File: src/hw/lin_wake_fault_control_map.svh
// Offsets-free constant map: mode codes, clock rate, timing counts and buffer defaults
`ifndef LIN_WAKE_FAULT_CONTROL_MAP_SVH
`define LIN_WAKE_FAULT_CONTROL_MAP_SVH

// Transceiver mode field encodings (wake-capable is fixed at 01)
`define TRX_MODE_OFF 2'h0
`define TRX_MODE_WAKE 2'h1
`define TRX_MODE_NORMAL 2'h2
`define TRX_MODE_RXONLY 2'h3
// Chip mode encodings
`define CHIP_NORMAL 3'h0
`define CHIP_STOP 3'h1
`define CHIP_SLEEP 3'h2
`define CHIP_RESTART 3'h3
`define CHIP_FAILSAFE 3'h4
// Clock rate in kHz
`define CLK_KHZ 25000
// Wake filter: least 30 us, longest 150 us; filter uses the least, rounded up
`define WAKE_FILTER_MIN_US 30
`define WAKE_FILTER_MAX_US 150
`define WAKE_FILTER_CYC ((`WAKE_FILTER_MIN_US * `CLK_KHZ + 999) / 1000)
// Transmit and bus dominant time-outs, in ms
`define TX_TIMEOUT_MS 20
`define BUS_TIMEOUT_MS 20
`define TX_TIMEOUT_CYC (`TX_TIMEOUT_MS * `CLK_KHZ)
`define BUS_TIMEOUT_CYC (`BUS_TIMEOUT_MS * `CLK_KHZ)
// Buffer defaults
`define FIFO_DEPTH 32
`define FIFO_WIDTH 8

`endif

File: src/hw/lin_wake_pkg.sv
// Package with the types shared by the transceiver control block
package lin_wake_pkg;
  // Two-bit transceiver mode field
  typedef logic [1:0] trx_mode_t;
  // Chip mode code
  typedef logic [2:0] chip_mode_t;
  // Wake report state
  typedef enum logic [1:0] {WK_ARMED, WK_FIRED, WK_DISARMED} wake_state_t;
  // Serial configuration written by the host
  typedef struct packed {
    trx_mode_t mode;
    logic low_slope;
    logic slope_bypass;
    logic watchdog_on_bus_wake;
  } cfg_t;
  // Status seen by the host
  typedef struct packed {
    logic wake_status;
    logic channel_failure;
    logic driver_en;
    logic receiver_en;
  } status_t;
endpackage

File: src/hw/dominant_timer.sv
// Counts consecutive cycles a level is asserted and flags when it reaches a limit
`timescale 1ns/1ps
module dominant_timer #(
  parameter int unsigned LIMIT = 30,
  parameter int unsigned W = 20
) (
  input wire logic clk_i,
  input wire logic reset_n_i,
  input wire logic level_i,
  output logic expired_o
);
  // Saturating counter of dominant cycles
  logic [W-1:0] cnt_q;

  // Count while asserted, clear otherwise
  always_ff @(posedge clk_i) begin
    if (!reset_n_i) begin
      cnt_q <= '0;
    end else if (!level_i) begin
      cnt_q <= '0;
    end else if (cnt_q < W'(LIMIT)) begin
      cnt_q <= cnt_q + W'(1);
    end
  end

  // Expired once the count reaches the limit
  always_ff @(posedge clk_i) begin
    if (!reset_n_i) begin
      expired_o <= 1'b0;
    end else begin
      expired_o <= level_i && (cnt_q >= W'(LIMIT - 1));
    end
  end
endmodule

File: src/hw/data_fifo.sv
// Flip-flop FIFO with valid and ready on both sides
`timescale 1ns/1ps
module data_fifo #(
  parameter int unsigned WIDTH = 8,
  parameter int unsigned DEPTH = 32
) (
  input wire logic clk_i,
  input wire logic reset_n_i,
  input wire logic [WIDTH-1:0] in_data_i,
  input wire logic in_valid_i,
  output logic in_ready_o,
  output logic [WIDTH-1:0] out_data_o,
  output logic out_valid_o,
  input wire logic out_ready_i
);
  localparam int unsigned AW = $clog2(DEPTH);
  // Storage and pointers
  logic [WIDTH-1:0] mem_q [DEPTH];
  logic [AW-1:0] wr_q;
  logic [AW-1:0] rd_q;
  logic [AW:0] cnt_q;
  logic push;
  logic pop;

  assign in_ready_o = (cnt_q != (AW+1)'(DEPTH));
  assign out_valid_o = (cnt_q != '0);
  assign out_data_o = mem_q[rd_q];
  assign push = in_valid_i && in_ready_o;
  assign pop = out_valid_o && out_ready_i;

  // Write side
  always_ff @(posedge clk_i) begin
    if (push) begin
      mem_q[wr_q] <= in_data_i;
    end
  end

  // Pointers and fill level
  always_ff @(posedge clk_i) begin
    if (!reset_n_i) begin
      wr_q <= '0;
      rd_q <= '0;
      cnt_q <= '0;
    end else begin
      if (push) begin
        wr_q <= (wr_q == AW'(DEPTH - 1)) ? '0 : wr_q + AW'(1);
      end
      if (pop) begin
        rd_q <= (rd_q == AW'(DEPTH - 1)) ? '0 : rd_q + AW'(1);
      end
      cnt_q <= cnt_q + (AW+1)'(push) - (AW+1)'(pop);
    end
  end
endmodule

File: src/hw/lin_wake_fault_control.sv
// Transceiver control: wake detection, time-outs, under-voltage and slope selection
// Notes on behaviour
// - Wake-capable mode selectable in stop/sleep/restart/normal
// - Fail-safe chip mode forces wake-capable mode
// - Wake needs dominant longer than filter time
// - Receive output low after wake until mode change
// - Mode field keeps reading 01 after wake
// - Leaving and reselecting wake-capable mode rearms detection
// - Entering stop, sleep or fail-safe rearms
// - Stop/normal wake: interrupt low, status set, mode kept
// - Bus wake in stop mode enables disabled watchdog if configured
// - Sleep wake: restart mode, regulator ramps, receive low
// - No interrupt when leaving sleep by wake
// - Fail-safe wake goes restart; restart stays restart
// - Transmit time-out disables driver, sets failure flag
// - Driver re-enabled once transmit input recessive
// - Bus dominant time-out sets failure flag
// - Under-voltage disables driver and receiver temporarily
// - Normal slope default; low slope on select release
// - Slope bit changes accepted only in normal mode
// - Slope bypass in normal mode, on select release
// - Transmit time-out is 20 ms
// - Bus dominant time-out is 20 ms
// - Off mode after reset ignores wakes
`timescale 1ns/1ps
`include "lin_wake_fault_control_map.svh"
module lin_wake_fault_control #(
  parameter int unsigned TX_TIMEOUT = `TX_TIMEOUT_CYC,
  parameter int unsigned BUS_TIMEOUT = `BUS_TIMEOUT_CYC,
  parameter int unsigned FIFO_W = `FIFO_WIDTH,
  parameter int unsigned FIFO_D = `FIFO_DEPTH
) (
  input wire logic clk_i,
  input wire logic reset_n_i,
  input wire lin_wake_pkg::cfg_t cfg_i,
  input wire logic cfg_write_i,
  input wire logic serial_select_n_i,
  input wire lin_wake_pkg::chip_mode_t chip_mode_i,
  input wire logic watchdog_enabled_i,
  input wire logic wake_status_clear_i,
  input wire logic fail_clear_i,
  input wire logic bus_transmit_in_i,
  input wire logic bus_rx_i,
  input wire logic bus_supply_uv_i,
  input wire logic [FIFO_W-1:0] rx_data_i,
  input wire logic rx_valid_i,
  output logic rx_ready_o,
  output logic [FIFO_W-1:0] rx_data_o,
  output logic rx_valid_o,
  input wire logic rx_ready_i,
  output lin_wake_pkg::trx_mode_t channel_a_mode_field_o,
  output lin_wake_pkg::status_t status_o,
  output logic receive_out_o,
  output logic bus_drive_o,
  output logic bus_drive_oe_o,
  output logic int_n_o,
  output logic chip_to_restart_o,
  output logic regulator_ramp_o,
  output logic watchdog_enable_o,
  output logic low_slope_select_o,
  output logic slope_bypass_o
);
  import lin_wake_pkg::*;

  // Pin synchronisers and the previous synced select level
  logic [1:0] txd_sync_q, bus_sync_q, uv_sync_q, cs_sync_q;
  logic cs_prev_q;
  // Configuration state
  trx_mode_t mode_q;
  logic low_slope_pend_q, bypass_pend_q, wd_on_wake_q;
  chip_mode_t chip_prev_q;
  // Wake machine, flags and transmit block
  wake_state_t wake_q;
  logic wake_status_q, fail_q, tx_blocked_q;
  // Synced levels, filter results and decoded events
  logic wake_seen, tx_dom, bus_dom, cs_rise, chip_entry_rearm;
  logic tx_expired, bus_expired, wake_expired;
  // Buffer side signals
  logic fifo_out_valid, fifo_in_ready;
  logic [FIFO_W-1:0] fifo_out_data;

  // True for chip modes in which software may pick wake-capable mode
  function automatic logic wake_mode_allowed(input chip_mode_t m);
    return (m == `CHIP_STOP) || (m == `CHIP_SLEEP) || (m == `CHIP_RESTART)
      || (m == `CHIP_NORMAL);
  endfunction
  // True for chip modes whose entry rearms wake detection
  function automatic logic rearm_mode(input chip_mode_t m);
    return (m == `CHIP_STOP) || (m == `CHIP_SLEEP) || (m == `CHIP_FAILSAFE);
  endfunction

  // Two flip-flops on every pin input
  always_ff @(posedge clk_i) begin
    if (!reset_n_i) begin
      txd_sync_q <= 2'h3;
      bus_sync_q <= 2'h3;
      uv_sync_q <= 2'h0;
      cs_sync_q <= 2'h3;
      cs_prev_q <= 1'b1;
    end else begin
      txd_sync_q <= {txd_sync_q[0], bus_transmit_in_i};
      bus_sync_q <= {bus_sync_q[0], bus_rx_i};
      uv_sync_q <= {uv_sync_q[0], bus_supply_uv_i};
      cs_sync_q <= {cs_sync_q[0], serial_select_n_i};
      cs_prev_q <= cs_sync_q[1];
    end
  end
  assign tx_dom = !txd_sync_q[1];
  assign bus_dom = !bus_sync_q[1];
  assign cs_rise = cs_sync_q[1] && !cs_prev_q;
  assign chip_entry_rearm = rearm_mode(chip_mode_i) && (chip_mode_i != chip_prev_q);
  // Dominant filters for wake, transmit and bus time-outs
  dominant_timer #(.LIMIT(`WAKE_FILTER_CYC + 1), .W(12)) u_wake_filt (
    .clk_i(clk_i),
    .reset_n_i(reset_n_i),
    .level_i(bus_dom && !uv_sync_q[1]),
    .expired_o(wake_expired)
  );
  dominant_timer #(.LIMIT(TX_TIMEOUT + 1), .W(24)) u_tx_to (
    .clk_i(clk_i),
    .reset_n_i(reset_n_i),
    .level_i(tx_dom),
    .expired_o(tx_expired)
  );
  dominant_timer #(.LIMIT(BUS_TIMEOUT + 1), .W(24)) u_bus_to (
    .clk_i(clk_i),
    .reset_n_i(reset_n_i),
    .level_i(bus_dom),
    .expired_o(bus_expired)
  );

  assign wake_seen = wake_expired && (mode_q == `TRX_MODE_WAKE) && (wake_q == WK_ARMED);
  // Chip mode history
  always_ff @(posedge clk_i) begin
    if (!reset_n_i) begin
      chip_prev_q <= `CHIP_NORMAL;
    end else begin
      chip_prev_q <= chip_mode_i;
    end
  end

  // Transceiver mode field; off after reset
  always_ff @(posedge clk_i) begin
    if (!reset_n_i) begin
      mode_q <= `TRX_MODE_OFF;
    end else if (chip_mode_i == `CHIP_FAILSAFE) begin
      mode_q <= `TRX_MODE_WAKE;
    end else if (cfg_write_i) begin
      if (cfg_i.mode != `TRX_MODE_WAKE || wake_mode_allowed(chip_mode_i)) begin
        mode_q <= cfg_i.mode;
      end
    end
  end

  // Slope settings staged on write, applied on select release, normal mode only
  always_ff @(posedge clk_i) begin
    if (!reset_n_i) begin
      low_slope_pend_q <= 1'b0;
      bypass_pend_q <= 1'b0;
      wd_on_wake_q <= 1'b0;
    end else if (cfg_write_i) begin
      wd_on_wake_q <= cfg_i.watchdog_on_bus_wake;
      if (chip_mode_i == `CHIP_NORMAL) begin
        low_slope_pend_q <= cfg_i.low_slope;
        bypass_pend_q <= cfg_i.slope_bypass;
      end
    end
  end

  // Effective slope outputs
  always_ff @(posedge clk_i) begin
    if (!reset_n_i) begin
      low_slope_select_o <= 1'b0;
      slope_bypass_o <= 1'b0;
    end else if (cs_rise && chip_mode_i == `CHIP_NORMAL) begin
      low_slope_select_o <= low_slope_pend_q;
      slope_bypass_o <= bypass_pend_q;
    end
  end

  // Wake machine: armed, fired, disarmed
  always_ff @(posedge clk_i) begin
    if (!reset_n_i) begin
      wake_q <= WK_ARMED;
    end else begin
      case (wake_q)
        WK_ARMED: begin
          if (wake_seen) begin
            wake_q <= WK_FIRED;
          end
        end
        WK_FIRED: begin
          if (mode_q != `TRX_MODE_WAKE) begin
            wake_q <= WK_DISARMED;
          end else if (chip_entry_rearm) begin
            wake_q <= WK_ARMED;
          end
        end
        WK_DISARMED: begin
          if (mode_q == `TRX_MODE_WAKE || chip_entry_rearm) begin
            wake_q <= WK_ARMED;
          end
        end
        default: begin
          wake_q <= WK_ARMED;
        end
      endcase
    end
  end

  // Wake status; a new wake wins over a clear
  always_ff @(posedge clk_i) begin
    if (!reset_n_i) begin
      wake_status_q <= 1'b0;
    end else if (wake_seen) begin
      wake_status_q <= 1'b1;
    end else if (wake_status_clear_i) begin
      wake_status_q <= 1'b0;
    end
  end

  // Interrupt: low pulse for wakes in stop or normal only
  always_ff @(posedge clk_i) begin
    if (!reset_n_i) begin
      int_n_o <= 1'b1;
    end else begin
      int_n_o <= !(wake_seen && (chip_mode_i == `CHIP_STOP
        || chip_mode_i == `CHIP_NORMAL));
    end
  end

  // Restart request for wakes in sleep, fail-safe or restart; regulator ramp for wakes in sleep or fail-safe
  always_ff @(posedge clk_i) begin
    if (!reset_n_i) begin
      chip_to_restart_o <= 1'b0;
      regulator_ramp_o <= 1'b0;
    end else begin
      chip_to_restart_o <= wake_seen && (chip_mode_i == `CHIP_SLEEP
        || chip_mode_i == `CHIP_FAILSAFE || chip_mode_i == `CHIP_RESTART);
      regulator_ramp_o <= wake_seen && (chip_mode_i == `CHIP_SLEEP
        || chip_mode_i == `CHIP_FAILSAFE);
    end
  end

  // Watchdog auto-enable on bus wake in stop mode
  always_ff @(posedge clk_i) begin
    if (!reset_n_i) begin
      watchdog_enable_o <= 1'b0;
    end else begin
      watchdog_enable_o <= wake_seen && wd_on_wake_q && !watchdog_enabled_i
        && chip_mode_i == `CHIP_STOP;
    end
  end

  // Transmit blocking after time-out until recessive
  always_ff @(posedge clk_i) begin
    if (!reset_n_i) begin
      tx_blocked_q <= 1'b0;
    end else if (tx_expired) begin
      tx_blocked_q <= 1'b1;
    end else if (!tx_dom) begin
      tx_blocked_q <= 1'b0;
    end
  end

  // Failure flag; set wins over clear
  always_ff @(posedge clk_i) begin
    if (!reset_n_i) begin
      fail_q <= 1'b0;
    end else if (tx_expired || bus_expired) begin
      fail_q <= 1'b1;
    end else if (fail_clear_i) begin
      fail_q <= 1'b0;
    end
  end

  // Pin and status outputs
  always_ff @(posedge clk_i) begin
    if (!reset_n_i) begin
      receive_out_o <= 1'b1;
      bus_drive_o <= 1'b1;
      bus_drive_oe_o <= 1'b0;
      status_o <= '0;
      channel_a_mode_field_o <= `TRX_MODE_OFF;
    end else begin
      channel_a_mode_field_o <= mode_q;
      if (wake_q == WK_FIRED && mode_q == `TRX_MODE_WAKE) begin
        receive_out_o <= 1'b0;
      end else if (uv_sync_q[1] || mode_q == `TRX_MODE_OFF || mode_q == `TRX_MODE_WAKE) begin
        receive_out_o <= 1'b1;
      end else begin
        receive_out_o <= bus_sync_q[1];
      end
      bus_drive_o <= 1'b0;
      bus_drive_oe_o <= (mode_q == `TRX_MODE_NORMAL) && tx_dom && !tx_blocked_q
        && !tx_expired && !uv_sync_q[1];
      status_o.wake_status <= wake_status_q;
      status_o.channel_failure <= fail_q;
      status_o.driver_en <= (mode_q == `TRX_MODE_NORMAL) && !tx_blocked_q && !uv_sync_q[1];
      status_o.receiver_en <= (mode_q != `TRX_MODE_OFF) && !uv_sync_q[1];
    end
  end
  // Receive data buffer toward the host; only words offered while ready shows high go in
  data_fifo #(.WIDTH(FIFO_W), .DEPTH(FIFO_D)) u_fifo (
    .clk_i(clk_i),
    .reset_n_i(reset_n_i),
    .in_data_i(rx_data_i),
    .in_valid_i(rx_valid_i && rx_ready_o),
    .in_ready_o(fifo_in_ready),
    .out_data_o(fifo_out_data),
    .out_valid_o(fifo_out_valid),
    .out_ready_i(!rx_valid_o || rx_ready_i)
  );

  // Registered buffer outputs; the slot refills when empty or being taken, otherwise holds until ready
  always_ff @(posedge clk_i) begin
    if (!reset_n_i) begin
      rx_valid_o <= 1'b0;
      rx_data_o <= '0;
      rx_ready_o <= 1'b0;
    end else begin
      // Ready drops for a cycle after each taken word so it never claims room that is gone
      rx_ready_o <= fifo_in_ready && !(rx_valid_i && rx_ready_o);
      if (!rx_valid_o || rx_ready_i) begin
        rx_valid_o <= fifo_out_valid;
        rx_data_o <= fifo_out_valid ? fifo_out_data : rx_data_o;
      end
    end
  end
  // No interrupt, restart request or regulator ramp outside wake-capable mode
  chk_wake_mode: assert property (@(posedge clk_i) disable iff (!reset_n_i)
    mode_q != `TRX_MODE_WAKE |=> int_n_o && !chip_to_restart_o && !regulator_ramp_o)
    else $error("wake reported outside wake-capable mode");
  // Receive stays low while fired in wake mode
  chk_rx_low: assert property (@(posedge clk_i) disable iff (!reset_n_i)
    (wake_q == WK_FIRED && mode_q == `TRX_MODE_WAKE) |=> !receive_out_o)
    else $error("receive not low after wake");
  // No interrupt on sleep wake
  chk_sleep_int: assert property (@(posedge clk_i) disable iff (!reset_n_i)
    (wake_seen && chip_mode_i == `CHIP_SLEEP) |=> int_n_o && chip_to_restart_o)
    else $error("sleep wake handled wrongly");
  // Stop wake gives interrupt and status
  chk_stop_int: assert property (@(posedge clk_i) disable iff (!reset_n_i)
    (wake_seen && chip_mode_i == `CHIP_STOP) |=> !int_n_o && wake_status_q)
    else $error("stop wake not reported");
  // Driver off while blocked
  chk_tx_block: assert property (@(posedge clk_i) disable iff (!reset_n_i)
    tx_expired |=> !bus_drive_oe_o && fail_q)
    else $error("driver active after time-out");
  // Driver released after recessive
  chk_tx_free: assert property (@(posedge clk_i) disable iff (!reset_n_i)
    (tx_blocked_q && !tx_dom && !tx_expired) |=> !tx_blocked_q)
    else $error("driver not released");
  // Bus time-out sets failure
  chk_bus_fail: assert property (@(posedge clk_i) disable iff (!reset_n_i)
    bus_expired |=> fail_q)
    else $error("bus clamp not flagged");
  // Under-voltage keeps driver off
  chk_uv_off: assert property (@(posedge clk_i) disable iff (!reset_n_i)
    uv_sync_q[1] |=> !bus_drive_oe_o)
    else $error("driver on under-voltage");
  // Fail-safe forces wake mode
  chk_failsafe: assert property (@(posedge clk_i) disable iff (!reset_n_i)
    chip_mode_i == `CHIP_FAILSAFE |=> mode_q == `TRX_MODE_WAKE)
    else $error("fail-safe did not force wake mode");
endmodule

File: config.mk
export PLATFORM = sky130hd
export DESIGN_NAME = lin_wake_fault_control
export DESIGN_NICKNAME = d
export VERILOG_FILES = /design/src/hw/lin_wake_pkg.sv /design/src/hw/dominant_timer.sv /design/src/hw/data_fifo.sv /design/src/hw/lin_wake_fault_control.sv
export VERILOG_INCLUDE_DIRS = /design/src /design/src/hw
export SDC_FILE = /design/constraint.sdc
export NUM_CORES = 1
export LEC_CHECK = 0
export ABC_AREA = 1
export BUFFER_PORTS_ARGS = -buffer_cell sky130_fd_sc_hd__clkbuf_2
export CAP_MARGIN = 20
export CORE_UTILIZATION = 30
export CTS_BUF_LIST = sky130_fd_sc_hd__clkbuf_8 sky130_fd_sc_hd__clkbuf_16
export DETAILED_ROUTE_END_ITERATION = 8
export PLACE_DENSITY = 0.44
export SYNTH_ARGS = -nofsm -noshare
export SYNTH_HDL_FRONTEND = slang
export SYNTH_SLANG_ARGS = --single-unit
File: constraint.sdc
create_clock -name clk_i -period 3.28 [get_ports clk_i]
set_clock_uncertainty 0.15 [all_clocks]
set_input_delay 0.328 -clock clk_i [delete_from_list [all_inputs] [get_ports clk_i]]
set_output_delay 0.328 -clock clk_i [all_outputs]
set_load 0.1 [all_outputs]
======== Yosys cells after proc, flatten, opt, wreduce, memory -nomap -nowiden ========
Memory sizes are Yosys's and may differ from the RTL's. A register that Yosys moved wholly into a read port is not among the register bits.
Cells that the tools add are included.
storage, ports and cells
  flip-flop bits (word level) ............. 118
  bits in writable memories ............... 256
  bits of input ports ..................... 28
  output and inout bits ................... 25
  word-level logic and storage cells ...... 163
  memories kept ........................... 1
memory list
  memory        depth  width  rd ports  clocked after Yosys merged registers in  wr ports  line             RTL
  u_fifo.mem_q  32     8      1         1                                        1         data_fifo.sv:18  logic [WIDTH-1:0] mem_q [DEPTH];
cells by class
  add/sub/neg operators ................... 7
  magnitude comparators ................... 6
  equal/unequal tests ..................... 17
  muxes and demuxes ....................... 21
  bitwise logic cells ..................... 1
  reductions and logical operators ........ 70
operators with widths
  cell                     count
  $add A24 B1 Y24 const B  2
  $ge A24 B19 Y1 const B   2
  $lt A24 B19 Y1 const B   2
  $logic_and A1 B1 Y1      27
  $mux W1                  14
  $logic_or A1 B1 Y1       13
  $add A12 B1 Y12 const B  1
  $ge A12 B10 Y1 const B   1
  $lt A12 B10 Y1 const B   1
  $reduce_bool A2 Y1       6
  $logic_not A1 Y1         11
  $add A5 B1 Y5 const B    2
  $eq A5 B5 Y1 const B     2
  $mux W5                  2
  $reduce_and A2 Y1        5
  $mux W2                  4
  $add A6 B1 Y6            1
  $eq A3 B2 Y1 const B     2
  $ne A6 B6 Y1 const B     1
  $pmux W2 S3              1
  $reduce_bool A6 Y1       1
  $reduce_or A2 Y1         3
  $sub A6 B1 Y6            1
  $eq A2 B1 Y1 const B     2
  other kinds (11)         15

======== Depth between registers and ports, before layout ========
  depth after elaboration ................. 8
  mapped depth ............................ 17
  mapped depth without buffers ............ 16

======== Hierarchy ========
Synthesis repeated with hierarchy kept, for this count alone.
second synthesis, totals
  cells, all modules ...................... 1,819
  area total of the unflattened synthesis .. 17,091.4 sq um
by module, submodules not included
  module                          times used  cells each  area an instance (sq um)  seq. area each (sq um)
  data_fifo                       1           1,039       11,624.9                  8,107.8
  dominant_timer at u_bus_to ...  2           236         1,540.2                   500.5
  lin_wake_fault_control          1           202         1,641.6                   940.9
  dominant_timer at u_wake_filt   1           106         744.5                     260.2

======== Worst setup path before layout ========
OpenSTA, ideal clock, no wires.
  path type ............................... flip-flop to flip-flop
  start point ............................. reg rx_valid_o
  end point ............................... reg u_fifo.cnt_q[4]
  library setup time ...................... 0.119 ns
  data arrival time ....................... 2.926 ns
  data required time ...................... 3.011 ns
  path slack .............................. 0.084 ns
  stages on the path, launching flop included .. 15
  path buffers ............................ 1
  period minus slack after synthesis ...... 3.196 ns
  path through ............................ dfxtp_1 -> nand2_1 -> nand2_1 -> inv_1 -> clkbuf_1 -> ha_1 -> inv_1 -> ha_1 -> fa_1 -> nand2_1 -> inv_1 -> o21ai_0 -> nand2_1 -> o21ai_0 -> a21oi_1
on the way
  longest elaborated chain between the ends .. 4
ends and longest elaborated chain
  what                      line                           RTL
  start: declaration        lin_wake_fault_control.sv:49   output logic rx_valid_o,
  start signal: assignment  lin_wake_fault_control.sv:325  rx_valid_o <= fifo_out_valid;
  $logic_not A1 Y1          lin_wake_fault_control.sv:312  .out_ready_i(!rx_valid_o || rx_ready_i)
  $logic_or A1 B1 Y1        lin_wake_fault_control.sv:312
  $logic_and A1 B1 Y1       data_fifo.sv:29                assign pop = out_valid_o && out_ready_i;
  named net u_fifo.pop      data_fifo.sv:23                logic pop;
  $sub A6 B1 Y6             data_fifo.sv:51                cnt_q <= cnt_q + (AW+1)'(push) - (AW+1)'(pop);
  end signal: assignment    data_fifo.sv:51
  end: declaration          data_fifo.sv:21                logic [AW:0] cnt_q;
The timed path passes the listed nets, and every way through them passes these cells.
A chain may end at the register's enable or synchronous reset.

======== Final worst setup path ========
  start point ............................. reg u_fifo.cnt_q[2]
  end point ............................... mem u_fifo.mem_q[14][4] (enable)
on the way
  longest elaborated chain between the ends .. 4
ends and longest elaborated chain
  what                           line             RTL
  $ne A6 B6 Y1                   data_fifo.sv:25  assign in_ready_o = (cnt_q != (AW+1)'(DEPTH));
  $logic_and A1 B1 Y1            data_fifo.sv:28  assign push = in_valid_i && in_ready_o;
  $mux W1                        data_fifo.sv:33  if (push) begin
  $mux W1 (implied by the code)  data_fifo.sv:34  mem_q[wr_q] <= in_data_i;
  end: declaration               data_fifo.sv:18
No other way between the ends.

==> summary.md <==
| Metric | Value |
|---|---|
| Row count | 85 |
| Cell family with most CP delay | simple AND/OR/NAND/NOR gates |
| Reg2reg path depth | 7 |
| WHS Path Cells | 5 |
| Clock power share | 36.7% |
| Synth top area cells | edfxtp_1 46%, dfxtp_1 15%, nand2_1 12% |
| Commonest non-fill, non-tap cell in the layout | nand2_1 |
| Worst R2R End | u_fifo.mem_q[14][4] |
| Die width | roughly 240 microns |
| First-pass GRT wire length | 68.9 mm |
| Worst R2R Setup Slack | just over 0.6 ns |
| WS Path Type | reg2reg |
| Clock sinks | around 380 |
| 1st-pass router iterations | 5 |
| Worst hold endpoint | u_bus_to.cnt_q[1] |
| Worst-path clk slew | around 0.06 ns |
| Dpl cell area | about 18000 sq um |
| Met1 Resource Use GR | a little under a quarter |
| Post-Layout Inst Area | between 15000 and 20000 sq um |
| CP Max Fanout | 8 |
| Mapped Area | 16600 sq um |
| Adder-Cell Fraction of Synth Area | under 10% |
| Worst-case vdd ir drop | between 0.0004 and 0.0005 V |
| Final Hold Viols | 0 |
| Vias in the first global route | 11899 |
| Sw frac | roughly 32% |
| Most frequent cells in the layout | 530 x nand2_1, 256 x edfxtp_1, 226 x nand3_1, 180 x nor2_1, 153 x inv_1 |
| Worst setup SP type | flop |
| Die ar. | roughly 56000 sq um |
| Avg Synthesized Cell Area | 9.34 sq um |
| Final #Nets | a little under 2000 |
| Synthesized net count | ~1800 |
| H-tree Lvls | 2 |
| HPWL after DPL | 28.1 mm |
| Tcrit/Tclk final | between 80% and 90% |
| Fraction of registers with async set or reset after synthesis | 0% |
| Initial Util | a little under a third |
| CP arrival | ~2.7 ns |
| R2R Path Start | u_fifo.cnt_q[2] |
| Setup bufs post-CTS | 0 |
| # IOs | 53 |
| P_sw | 0.00426 W |
| Cells along the critical path | inv_1 > ha_1 > nand4_1 > nand2_1 > inv_2 > nand2_1 > nor2_1 |
| Seq/Total Area, Yosys | 61.3% |
| Worst Tran Pin Value | between 1 and 1.5 ns |
| Initial antenna violation count | 1 |
| Yosys top cell area share | 46.2% |
| Relative slew slack | roughly 30% |
| Top Usage Layer GRT | met2 |
| Worst-Skew Late Latency | roughly 0.56 ns |
| Number of flops mapped to enable cells by yosys | approximately 260 |
| Sequential cell fraction of total power | approximately 40% |
| Fill cells | between 5000 and 6000 |
| Port bufs | between 50 and 60 |
| Max-Cap Viols | 0 |
| Hold crit path type | in2reg |
| Critical Path Max Stage Delay | 0.66 ns |
| Max Clk Rate | ~370 MHz |
| Minimum period implied by the final worst setup slack | about 2.7 ns |
| Via density | roughly 4.6 |
| DRC viols | 0 |
| WP data required | between 3 and 4 ns |
| Via count | about 12000 |
| Cell-internal power | around 0.009 W |
| Post-Route WL | roughly 44 mm |
| Largest net degree at the start of global routing | 140 |
| CTS tree | done |
| Max Transition Viols Final | 0 |
| # setup viols final | 0 |
| ANT nets after route | 0 |
| Largest family of logic cells by synthesized area | simple AND/OR/NAND/NOR gates |
| Area grow syn2layout | 17.0% |
| Xor/xnor share of the synthesized area | under 10% |
| Met3 Usage GRT | under 10% |
| Worst setup EP type | flop |
| CTS max path bufs | 3 |
| GR Layer Usage met2 | 25.0% |
| Die Y | 238 microns |
| LEAKAGE | ~7.5 nW |
| Root buf cell | clkbuf_16 |
| Global-route usage over all layers | between 10% and 20% |
| Post-synthesis mux area share | 0% |
| Most used cell along the critical path | nand2_1 |
| Synth area leader | edfxtp_1 |
| Core area | between 50000 and 60000 sq um |
| Synth warnings | 0 |
| Outcome | complete, no violations |
| CP Buf/Inv Count | 2 |
| Initial DRC count | roughly 750 |
| Ratio of cells with drive above 1 in the final layout | 11.0% |
| RSZ-0062 raised after global routing | false |
| Post-synthesis compound-gate area fraction | 3.74% |
| Synth Flop Type | edfxtp_1 |
| Slowest CP cell | nor2_1 |
| Synth Area in Simple Gates | 25.7% |
| Cell variety after synth | 37 |
| Cts bufs inserted | between 40 and 50 |
| Cell count after synthesis | about 1800 |
| Total gr overflow | 0 |
| Wire per inst | between 15 and 20 microns |
| Power Dens Cells | between 600 and 700 nW/um^2 |
| Combinational share of power | a little under a quarter |
| Min-delay src | reset_n_i |
| FF+latch count, synth | 382 |
| Setup TNS | 0 ns |
| Routability cong. | 0.840 |
| Crit path from | u_fifo.cnt_q[2] |
| Ant diodes | 0 |
[metal layers]
metal	share of wire, %	up-vias
met5	0.029	-
met4	2.0	2
met3	4.7	55
met2	44	239
met1	49	5779
li1	-	6059
[worst max-delay path by stage]
stage | slack [ns] | end | cells past startpoint
after floorplan | 0.08 | u_fifo.cnt_q[4] | 14
after global placement | 0.70 | u_fifo.mem_q[2][5] | 7
after detailed placement | 0.61 | u_fifo.mem_q[14][0] | 7
after CTS | 0.59 | u_fifo.mem_q[14][4] | 7
after global routing | 0.43 | u_fifo.mem_q[14][4] | 7
final | 0.61 | u_fifo.mem_q[14][4] | 7
[cell families (layout without fill, tap and decap cells)]
kind of cell / after synthesis / count (layout)
AOI/OAI and AO/OA: 110 / 110
adders and majority gates: 23 / 23
xor gates and xnor gates: 37 / 37
buffers and inverters: 223 / 345
and+or+nand+nor: 1008 / 1008
DFF: 382 / 382
[state kept, by name (all words and copies together) (netlist names), 3 cells and up]
register and flops:
u_fifo.cnt_q 6, u_fifo.wr_q 5, rx_data_o 8, u_tx_to.cnt_q 24, u_fifo.rd_q 5, status_o 4, u_bus_to.cnt_q 24, u_fifo.mem_q 256
chip_prev_q 3, u_wake_filt.cnt_q 12
[area by class of cell]
type                            count  area, sq um  area share (%)
Sequential cell                   382        10200            52.5
Multi-Input combinational cell   1178         5510            28.3
Clock buffer                       48         1170            6.00
Tap cell                          739          925            4.75
Timing Repair Buffer              116          821            4.22
Inverter                          151          568            2.92
Clock inverter                     30          263            1.35
[metrics by stage]
stage          hold WS (ns)  power [W]  cells  setup WS, ns  util, %
2_1_floorplan         0.239    0.00757   1783        0.0842        -
3_3_place_gp          0.245    0.00851   2544         0.698     32.8
3_5_place_dp          0.248    0.00851   2544         0.612     32.8
4_1_cts              0.0230     0.0135   2644         0.586     35.8
5_1_grt              0.0576     0.0140   2644         0.431     35.8
6_report             0.0507     0.0133   2644         0.606     35.8
[Yosys cell counts, types with 2 or more instances]
cell      count
or2_2         8
dfxtp_1     126
nor3_1        8
a21oi_2      10
nand3b_1      3
ha_1         22
xnor2_1      14
buf_6         2
clkinv_1      4
o211ai_1      9
a21oi_1      65
nand4_1      24
buf_2        41
inv_1       140
inv_2         7
a211oi_1      2
edfxtp_1    256
or2_1         2
nand2_1     530
nand3_1     226
o21ai_0      22
xor2_1       23
clkbuf_1     22
buf_1         5
nor2_1      180
nand3_2       2
nand2_2      12
nor2_2        8
nand2_4       2
[power groups by stage]
stage | combinational [W] | sequential [W] | clock, W
2_1_floorplan | 0.00179 | 0.00578 | 0
3_5_place_dp | 0.00304 | 0.00547 | 0
3_3_place_gp | 0.00305 | 0.00546 | 0
6_report | 0.00303 | 0.00536 | 0.00487
5_1_grt | 0.00338 | 0.00538 | 0.00520
4_1_cts | 0.00307 | 0.00537 | 0.00503
[worst reg2reg max path, stage by stage (launching register included)]
cell	delay [ns]
dfxtp_1	0.34
inv_1	0.07
ha_1	0.21
nand4_1	0.12
nand2_1	0.19
inv_2	0.18
nand2_1	0.38
nor2_1	0.67
[what timing repair did]
item                                   CTS  global route
endpoints found under the hold margin   18             0
resized for setup                        0             0
hold buffers                            22             0
(Power assumes the default switching activity.)
